### src/hdl/rpf_pkg.sv
// What this block does
// Word for pattern bytes 50-51, fed outward
// Word for bytes 62-63 ends 64-byte pattern
// Seven pattern words at indices 155h-15Bh
// Each byte maskable on its own
// Mask bit one drops byte from match
// First mask word covers bytes 0-15
// Second mask word covers bytes 16-31
// Third mask word covers bytes 32-47
// Fourth mask word, bytes 48-63, at 15Fh
// Reset clears all words to zero
// Bit n is nth byte; even byte low
//
// Purpose: constants for the receive match tail register bank
// Assumes: word index times four gives the AHB byte address
// Notes: indices are word numbers, not byte addresses
package rpf_pkg;

	// ------------------------------------------------------------
	// Register word indices
	// ------------------------------------------------------------
	localparam logic [9:0] IDX_PAT_50_51 = 10'h155;
	localparam logic [9:0] IDX_PAT_52_53 = 10'h156;
	localparam logic [9:0] IDX_PAT_54_55 = 10'h157;
	localparam logic [9:0] IDX_PAT_56_57 = 10'h158;
	localparam logic [9:0] IDX_PAT_58_59 = 10'h159;
	localparam logic [9:0] IDX_PAT_60_61 = 10'h15A;
	localparam logic [9:0] IDX_PAT_62_63 = 10'h15B;
	localparam logic [9:0] IDX_IGN_0_15 = 10'h15C;
	localparam logic [9:0] IDX_IGN_16_31 = 10'h15D;
	localparam logic [9:0] IDX_IGN_32_47 = 10'h15E;
	localparam logic [9:0] IDX_IGN_48_63 = 10'h15F;

	// ------------------------------------------------------------
	// Sizes, slots, reset value, bus codes
	// ------------------------------------------------------------
	localparam int NUM_WORDS = 11;
	localparam int NUM_PAT = 7;
	localparam logic [15:0] WORD_RESET = 16'h0000;
	localparam logic [2:0] HSIZE_WORD = 3'h2;

	// One-hot bus front states
	typedef enum logic [3:0]
	{
		ST_IDLE = 4'b0001,
		ST_WDATA = 4'b0010,
		ST_RWAIT = 4'b0100,
		ST_RDATA = 4'b1000
	} rpf_state_t;

	// Index to {hit, slot}; slots 0-6 pattern, 7-10 mask
	function automatic logic [4:0] rpf_decode(input logic [9:0] idx);
		logic [9:0] diff;
		diff = idx - IDX_PAT_50_51;
		rpf_decode = {(idx >= IDX_PAT_50_51) && (idx <= IDX_IGN_48_63),
			diff[3:0]};
	endfunction

endpackage

### src/hdl/rpf_acc_if.sv
// Purpose: register access carrier between bus front and bank
// Assumes: one access strobe per cycle
// Notes: legal low means above 4 KB, misaligned or not a word access
`timescale 1ns/1ps
interface rpf_acc_if;
	logic wr_stb;
	logic rd_stb;
	logic legal;
	logic [9:0] idx;
	logic [15:0] wdata;
	logic [15:0] rdata;
	modport front (output wr_stb, rd_stb, legal, idx, wdata, input rdata);
	modport bank (input wr_stb, rd_stb, legal, idx, wdata, output rdata);
endinterface

### src/hdl/rpf_ahb_front.sv
// Purpose: AHB-Lite slave front for the match tail bank
// Assumes: single word transfers, one slave on the bus
// Notes: reads take one wait state, writes none
`timescale 1ns/1ps
module rpf_ahb_front
(
	// Clock and reset
	input wire logic hclk,
	input wire logic hresetn,
	// AHB-Lite slave
	input wire logic hsel,
	input wire logic [31:0] haddr,
	input wire logic [1:0] htrans,
	input wire logic hwrite,
	input wire logic [2:0] hsize,
	input wire logic [31:0] hwdata,
	input wire logic hready,
	output logic hreadyout,
	output logic [31:0] hrdata,
	// Bank access
	rpf_acc_if.front acc
);

	rpf_pkg::rpf_state_t state;
	rpf_pkg::rpf_state_t next_state;
	logic [9:0] a_idx;
	logic a_legal;
	logic take;
	logic addr_ok;

	// ------------------------------------------------------------
	// Address phase decode
	// ------------------------------------------------------------
	assign take = hsel & htrans[1] & hready;
	assign addr_ok = (haddr[31:12] == 20'h00000) && (haddr[1:0] == 2'h0)
		&& (hsize == rpf_pkg::HSIZE_WORD);

	// Strobes toward the bank
	assign acc.wr_stb = (state == rpf_pkg::ST_WDATA);
	assign acc.rd_stb = (state == rpf_pkg::ST_RWAIT);
	assign acc.legal = a_legal;
	assign acc.idx = a_idx;
	assign acc.wdata = hwdata[15:0];

	// Next state
	always_comb
	begin
		case (state)
			rpf_pkg::ST_RWAIT: next_state = rpf_pkg::ST_RDATA;
			default:
				if (take)
					next_state = hwrite ? rpf_pkg::ST_WDATA : rpf_pkg::ST_RWAIT;
				else
					next_state = rpf_pkg::ST_IDLE;
		endcase
	end

	// State, ready and address capture
	always_ff @(posedge hclk or negedge hresetn)
	begin
		if (!hresetn)
		begin
			state <= rpf_pkg::ST_IDLE;
			hreadyout <= 1'b1;
			a_idx <= 10'h000;
			a_legal <= 1'b0;
		end
		else
		begin
			state <= next_state;
			hreadyout <= (next_state != rpf_pkg::ST_RWAIT);
			if (take)
			begin
				a_idx <= haddr[11:2];
				a_legal <= addr_ok;
			end
		end
	end

	// Read data loaded in the wait state
	always_ff @(posedge hclk or negedge hresetn)
	begin
		if (!hresetn)
			hrdata <= 32'h00000000;
		else if (state == rpf_pkg::ST_RWAIT)
			hrdata <= {16'h0000, acc.rdata};
	end

endmodule // rpf_ahb_front

### src/hdl/rpf_filter_regs.sv
// Purpose: receive match pattern tail and byte mask registers
// Assumes: AHB-Lite master, single word transfers
// Notes: pattern and mask outputs feed the frame comparator
`timescale 1ns/1ps
module rpf_filter_regs
(
	// Clock and reset
	input wire logic hclk,
	input wire logic hresetn,
	// AHB-Lite slave
	input wire logic hsel,
	input wire logic [31:0] haddr,
	input wire logic [1:0] htrans,
	input wire logic hwrite,
	input wire logic [2:0] hsize,
	input wire logic [31:0] hwdata,
	input wire logic hready,
	output logic hreadyout,
	output logic [31:0] hrdata,
	output logic hresp,
	// Toward the frame comparator
	output logic [111:0] rx_match_pattern_tail,
	output logic [63:0] receive_match_ignore_bits
);

	// ------------------------------------------------------------
	// Storage and decode
	// ------------------------------------------------------------
	rpf_acc_if acc ();
	logic [15:0] bank [rpf_pkg::NUM_WORDS];
	logic [4:0] dec;
	logic hit;
	logic [3:0] slot;
	logic wr_go;

	// Bus front
	rpf_ahb_front u_front
	(
		.hclk(hclk),
		.hresetn(hresetn),
		.hsel(hsel),
		.haddr(haddr),
		.htrans(htrans),
		.hwrite(hwrite),
		.hsize(hsize),
		.hwdata(hwdata),
		.hready(hready),
		.hreadyout(hreadyout),
		.hrdata(hrdata),
		.acc(acc.front)
	);

	// Captured index to slot
	assign dec = rpf_pkg::rpf_decode(acc.idx);
	assign hit = acc.legal & dec[4];
	assign slot = dec[3:0];
	assign wr_go = acc.wr_stb & hit;

	// Read selection, unmapped reads as zero
	assign acc.rdata = hit ? bank[slot] : 16'h0000;

	// ------------------------------------------------------------
	// Register bank
	// ------------------------------------------------------------
	// Each word written whole, others untouched
	always_ff @(posedge hclk or negedge hresetn)
	begin
		if (!hresetn)
		begin
			for (int i = 0; i < rpf_pkg::NUM_WORDS; i++)
				bank[i] <= rpf_pkg::WORD_RESET;
		end
		else if (wr_go)
			bank[slot] <= acc.wdata;
	end

	// Response is always OKAY
	always_ff @(posedge hclk or negedge hresetn)
	begin
		if (!hresetn)
			hresp <= 1'b0;
		else
			hresp <= 1'b0;
	end

	// ------------------------------------------------------------
	// Outputs to the comparator
	// ------------------------------------------------------------
	// Byte 50 at bits 7:0, byte 63 at bits 111:104
	assign rx_match_pattern_tail = {bank[6], bank[5], bank[4], bank[3],
		bank[2], bank[1], bank[0]};
	// Bit n is byte n; one drops the byte from the match
	assign receive_match_ignore_bits = {bank[10], bank[9], bank[8],
		bank[7]};

	// Helper terms seen from the bus
	logic rd_take;
	logic wr_take;
	logic [111:0] pat_q;
	logic [63:0] ign_q;
	assign rd_take = hsel & htrans[1] & hready & !hwrite;
	assign wr_take = hsel & htrans[1] & hready & hwrite;
	assign pat_q = rx_match_pattern_tail;
	assign ign_q = receive_match_ignore_bits;
endmodule // rpf_filter_regs

### config.mk
export PLATFORM = sky130hd
export DESIGN_NAME = rpf_filter_regs
export DESIGN_NICKNAME = d
export VERILOG_FILES = /design/src/hdl/rpf_pkg.sv /design/src/hdl/rpf_acc_if.sv /design/src/hdl/rpf_ahb_front.sv /design/src/hdl/rpf_filter_regs.sv
export SDC_FILE = /design/constraint.sdc
export NUM_CORES = 1
export LEC_CHECK = 0
export ABC_AREA = 1
export BUFFER_PORTS_ARGS = -buffer_cell sky130_fd_sc_hd__clkbuf_2
export CAP_MARGIN = 20
export CORE_MARGIN = 3
export CORE_UTILIZATION = 25
export DETAILED_ROUTE_END_ITERATION = 6
export PLACE_DENSITY = 0.46
export SYNTH_ARGS = -nofsm -noshare
export SYNTH_HDL_FRONTEND = slang
export SYNTH_SLANG_ARGS = --single-unit
### constraint.sdc
create_clock -name hclk -period 4.6 [get_ports hclk]
set_clock_uncertainty 0.2 [all_clocks]
set_input_delay 0.92 -clock hclk [delete_from_list [all_inputs] [get_ports hclk]]
set_output_delay 0.92 -clock hclk [all_outputs]
set_load 0.1 [all_outputs]
# Word level (Yosys, flattened, before mapping)
# Index checks and enable logic that the tools add are counted.
totals:
  register_bits: 208
  out_inout_bits: 210
  in_bits: 74
op_classes:
  order_cmp: 4
  muxes: 10
  eq_ne: 4
  addsub: 1
  n_reduce_logical: 6
  n_bitwise: 5
op_table:
  columns: ["op", "count"]
  rows:
  - ["$bwmux W176", 1]
  - ["$bmux W16 S4", 1]
  - ["$demux W16 S4", 1]
  - ["$mux W16", 4]
  - ["$logic_not A20 Y1", 1]
  - ["$ge A10 B9 Y1 const B", 1]
  - ["$le A10 B9 Y1 const B", 1]
  - ["$mux W4", 2]
  - ["$ge A5 B5 Y1 const B", 1]
  - ["$lt A5 B1 Y1 const B", 1]
  - ["$not A4 Y5", 1]
  - ["$and A1 B1 Y1", 4]
  - ["$eq A4 B2 Y1 const B", 1]
  - ["$eq A4 B3 Y1 const B", 1]
  - ["$logic_and A1 B1 Y1", 4]
  - ["$ne A4 B3 Y1 const B", 1]
  - ["$sub A4 B3 Y4 const B", 1]
  - ["$eq A3 B2 Y1 const B", 1]
  - ["$mux W3", 1]
  - ["$logic_not A2 Y1", 1]

# Longest topological paths before layout
logic_depth:
  depth_word: 7
  mapped_depth: 15

# Modules after synthesis
# From an unflattened synthesis, not the netlist that was laid out.
hier_totals:
  hier_cells: 1462
  hier_area_um2: 10744.1
modules_own_cells:
  columns: ["mod", "area_per_inst_um2", "seq_area_each_um2", "instances", "cells_per_inst"]
  rows:
  - ["rpf_filter_regs", 9147.5, 4404.2, 1, 1263]
  - ["rpf_ahb_front", 1596.5, 803.3, 1, 199]

# Worst setup path before layout
# OpenSTA, ideal clock, no wires.
synth_timing:
  path_kind: "reg2reg"
  start: "register u_front.a_idx[0], in the netlist u_front.acc.idx[0]"
  end: "register bank (netlist bit receive_match_ignore_bits[21])"
  t_required_ps: 4278
  stages_incl_launch_ff: 13
  period_less_slack_ps: 2941
  slack_ps: 1659
  setup_time_ps: 122
  arrival_time_ps: 2619
  path_cell_list: "dfrtp_1 -> buf_2 -> inv_2 -> clkbuf_1 -> clkbuf_1 -> ha_1 -> xor2_2 -> nand3_2 -> nor2_4 -> nand2_2 -> buf_2 -> nand2_1 -> nand2_1"
synth_between:
  elab_chain_len: 7
  elab_cells_between_ends: 13
  classes_between: "1 x add/sub; 4 x order compare; 3 x mux; 3 x bitwise; 2 x reduce/logical"
synth_lines:
  columns: ["element", "line", "source"]
  rows:
  - ["start: declaration", "rpf_ahb_front.sv:26", "logic [9:0] a_idx;"]
  - ["start signal: assignment", "rpf_ahb_front.sv:74", "a_idx <= haddr[11:2];"]
  - ["$sub A4 B3 Y4", "rpf_pkg.sv:54", "diff = idx - IDX_PAT_50_51;"]
  - ["$not A4 Y5 (implied by the code)", "rpf_filter_regs.sv:74", "bank[slot] <= acc.wdata;"]
  - ["$ge A5 B5 Y1 (implied by the code) or $lt A5 B1 Y1 (tied branches)", "rpf_filter_regs.sv:74", null]
  - ["$logic_and A1 B1 Y1 (implied by the code)", "rpf_filter_regs.sv:74", null]
  - ["$mux W16 (implied by the code)", "rpf_filter_regs.sv:74", null]
  - ["$demux W16 S4", "rpf_filter_regs.sv:74", null]
  - ["$bwmux W176", "rpf_filter_regs.sv:74", null]
  - ["end signal: indexed assignment", "rpf_filter_regs.sv:71", "bank[i] <= rpf_pkg::WORD_RESET;"]
  - ["end signal: indexed assignment", "rpf_filter_regs.sv:74", null]
  - ["end: declaration", "rpf_filter_regs.sv:30", "logic [15:0] bank [rpf_pkg::NUM_WORDS];"]
# Parallel ways exist; a longest one is shown, timed or not.
# A chain may end at the register's enable or synchronous reset.

# Worst setup path after layout
layout_timing:
  start: "register u_front.a_idx[0], in the netlist u_front.acc.idx[0]"
  end: "register bank (netlist bit rx_match_pattern_tail[49])"
# The elaborated chain is that of the path after synthesis.

==> load_flow_metrics.sql <==
INSERT INTO impl_metrics (metric_group, metric, value, unit) VALUES
('sta', 'timing.final.hold_violations', '0', ''),
('synth', 'synth.area.mux_share', '0', '%'),
('sta', 'fin_crit_period', '3.671', 'ns'),
('die', 'dieArea', '0.04466', 'mm2'),
('synth', 'yosysWarningCount', '0', ''),
('sta', 'worst_slew_pin_slew', '1.027', 'ns'),
('critical_path', 'endpoint_kind', 'flip-flop', ''),
('synth', 'synth_cells', '1453', ''),
('job', 'max_cap_violations', '0', ''),
('drt', 'routed_wl', '44930', 'um'),
('synth', 'post_synth_top_flop', 'dfrtp_1', ''),
('global_route', 'grt_max_degree', '106', ''),
('place', 'dp_hpwl', '30890', 'um'),
('critical_path', 'critical_path.max_fanout', '23', ''),
('synth', 'post_synth_main_area_contributors', 'dfrtp_1, nand2_1, nand3_1', ''),
('clock_tree', 'post-cts-setup-buffers', '0', ''),
('clock_tree', 'postCtsHoldBufs', '0', ''),
('drt', 'drc', '0', ''),
('power', 'leakagePower', '6.898', 'nW'),
('die', 'vertical_extent_of_the_die', '211.3', 'um'),
('synth', 'yosys.area_share.simple', '41.79', '%'),
('layout', 'layout_common_cells', 'nand2_1, nand3_1, clkbuf_2, dfrtp_1, inv_1', ''),
('place', 'place_worst_setup_slack', '0.9311', 'ns'),
('sta', 'fmax', '272.4', 'MHz'),
('sta', 'setup_viol_count_final', '0', ''),
('clock_tree', 'ctsRootBufferMaster', 'clkbuf_16', ''),
('layout', 'final_net_count', '1734', ''),
('die', 'die_width', '211.3', 'um'),
('layout', 'layout.area.seq', '0.005209', 'mm2'),
('synth', 'synth_top_cell_area_share', '48.91', '%'),
('power', 'cellPowerDensity', '391.2', 'mW/mm2'),
('outcome', 'run_status', 'completed', ''),
('synth', 'synth_adder_area_share', '0.5935', '%'),
('drt', 'route.detailed.wl_per_inst', '20.38', 'um'),
('synth', 'ys_seq_elements', '208', ''),
('synth', 'synth_largest_area_cell', 'dfrtp_1', ''),
('sta', 'min_period_over_period', '79.80', '%'),
('sta', 'grt_setup_unrepaired', 'false', ''),
('drt', 'vias', '10370', ''),
('critical_path', 'required', '4.84', 'ns'),
('global_route', 'grt_pass1_vias', '10100', ''),
('min_path', 'hold_class', 'flip-flop to flip-flop', ''),
('layout', 'area_growth_syn_to_layout', '23.97', '%'),
('clock_tree', 'tritoncts.num_buffers', '27', ''),
('layout', 'fillers', '4470', ''),
('sta', 'slew_headroom', '31.55', '%'),
('clock_tree', 'clock_latency', '0.56', 'ns'),
('clock_tree', 'tritoncts', 'yes', ''),
('synth', 'largest_family_of_logic_cells_by_synthesized_area', 'simple AND/OR/NAND/NOR gates', ''),
('power', 'power.total', '5.111', 'mW'),
('clock_tree', 'cts_max_level', '1', ''),
('drt', 'detail_route.first_pass.iterations', '5', ''),
('clock_tree', 'clk_pin_slew_worst_paths', '0.06', 'ns'),
('global_route', 'grt_pass1_wl', '66560', 'um'),
('drt', 'via_count_normalized_by_instance_count', '4.701', ''),
('synth', 'synthXorXnorAreaFrac', '0.3086', '%'),
('global_route', 'overflow', '0', ''),
('synth', 'synth_sequential_area_ratio', '49.41', '%'),
('drt', 'ant_nets', '0', ''),
('layout', 'final_common_cell', 'nand2_1', ''),
('critical_path', 'ff2ff_setup_slack', '0.93', 'ns'),
('clock_tree', 'cts.repair.resized', '0', ''),
('die', 'fp.coreArea', '0.04120', 'mm2'),
('clock_tree', 'clock-sinks', '208', ''),
('place', 'placement.io_buffers', '249', ''),
('place', 'gp_congestion', '0.8457', ''),
('layout', 'combined_area_of_the_multi_input_logic_cells', '0.004668', 'mm2'),
('critical_path', 'cp-start-kind', 'flip-flop', ''),
('die', 'floorplan.initialDensity', '25.58', '%'),
('global_route', 'antenna_found_initial', '0', ''),
('critical_path', 'worst_setup_path_class', 'flip-flop to flip-flop', '');
## per-stage QoR
| stage | std cells | utilization (%) | hold WS, ns |
|---|---|---|---|
| CTS | 2205 | 31.71 | 0.2807 |
| global placement | 2158 | 29.51 | 0.2645 |
| detailed placement | 2158 | 29.51 | 0.2656 |
| global route | 2205 | 31.71 | 0.2978 |
| finish | 2205 | 31.71 | 0.2762 |
| floorplan | 1469 | - | 0.2487 |
## area by class of cell
type                    instances  area share [%]
repair buffers                269           10.95
inverters                      49           1.408
well taps                     532           5.094
multi-input cells            1100           35.73
flip-flops and latches        208           39.86
clock buffers                  39           6.052
clock inverters                 8          0.9097
## state kept, by name, summed over array words and instances, names as in the netlist
name,cells
u_front.acc.idx,10
u_front.state,4
rx_match_pattern_tail,112
u_front.hrdata,16
u_front.acc.legal,1
receive_match_ignore_bits,64
u_front.hreadyout,1
## power by group
part	switching (mW)	leakage, nW	internal [mW]	total [mW]
clock	0.845	0.452	1.35	2.19
sequential	0.0143	1.96	1.85	1.86
combinational	0.820	4.48	0.236	1.06
total	1.68	6.90	3.43	5.11
## routing by layer
metal	up-vias	GRT usage, %	routed length [um]
li1	4930	-	-
met1	5008	27.39	19830
met2	371	31.95	20650
met3	56	4.312	3473
met4	0	4.203	979
met5	-	0	0
## Yosys cell counts, types with 2 or more instances
cell type	n
nand3_2	2
nand2_2	11
nand3_1	262
a21oi_1	16
nor2_4	3
nor2_1	18
nand4_1	2
inv_1	48
o21ai_0	4
buf_2	43
buf_4	19
nand2_1	744
buf_1	2
dfstp_2	2
nor4_1	2
nor2_2	9
ha_1	5
clkbuf_1	48
dfrtp_1	206
## worst max-delay path, cell delays in order, from the launching register on
cell,delay (ns)
dfrtp_2,0.43
inv_2,0.34
ha_1,0.35
xor2_2,0.69
nand3_4,0.19
nor2_2,0.69
nand2_2,0.43
nand2_1,0.16
nand2_1,0.06
## worst paths after layout
check / depth (start not counted) / from / end
max reg2reg: 8 / u_front.acc.idx[0] / rx_match_pattern_tail[49]
min: 2 / u_front.hrdata[5] / u_front.hrdata[5]
max: 8 / u_front.acc.idx[0] / rx_match_pattern_tail[49]
max in group asynchronous: 2 / hresetn / u_front.state[0]
min in group asynchronous: 1 / hresetn / rx_match_pattern_tail[103]
min reg2reg: 2 / u_front.hrdata[5] / u_front.hrdata[5]
## kinds of logic after synthesis
group           after synthesis
fa+ha+maj                     5
xor+xnor                      2
flops                       208
buf+inv                     161
compound gates               20
simple gates               1056
other cells                   1
Power figures use the tool's default switching activity.
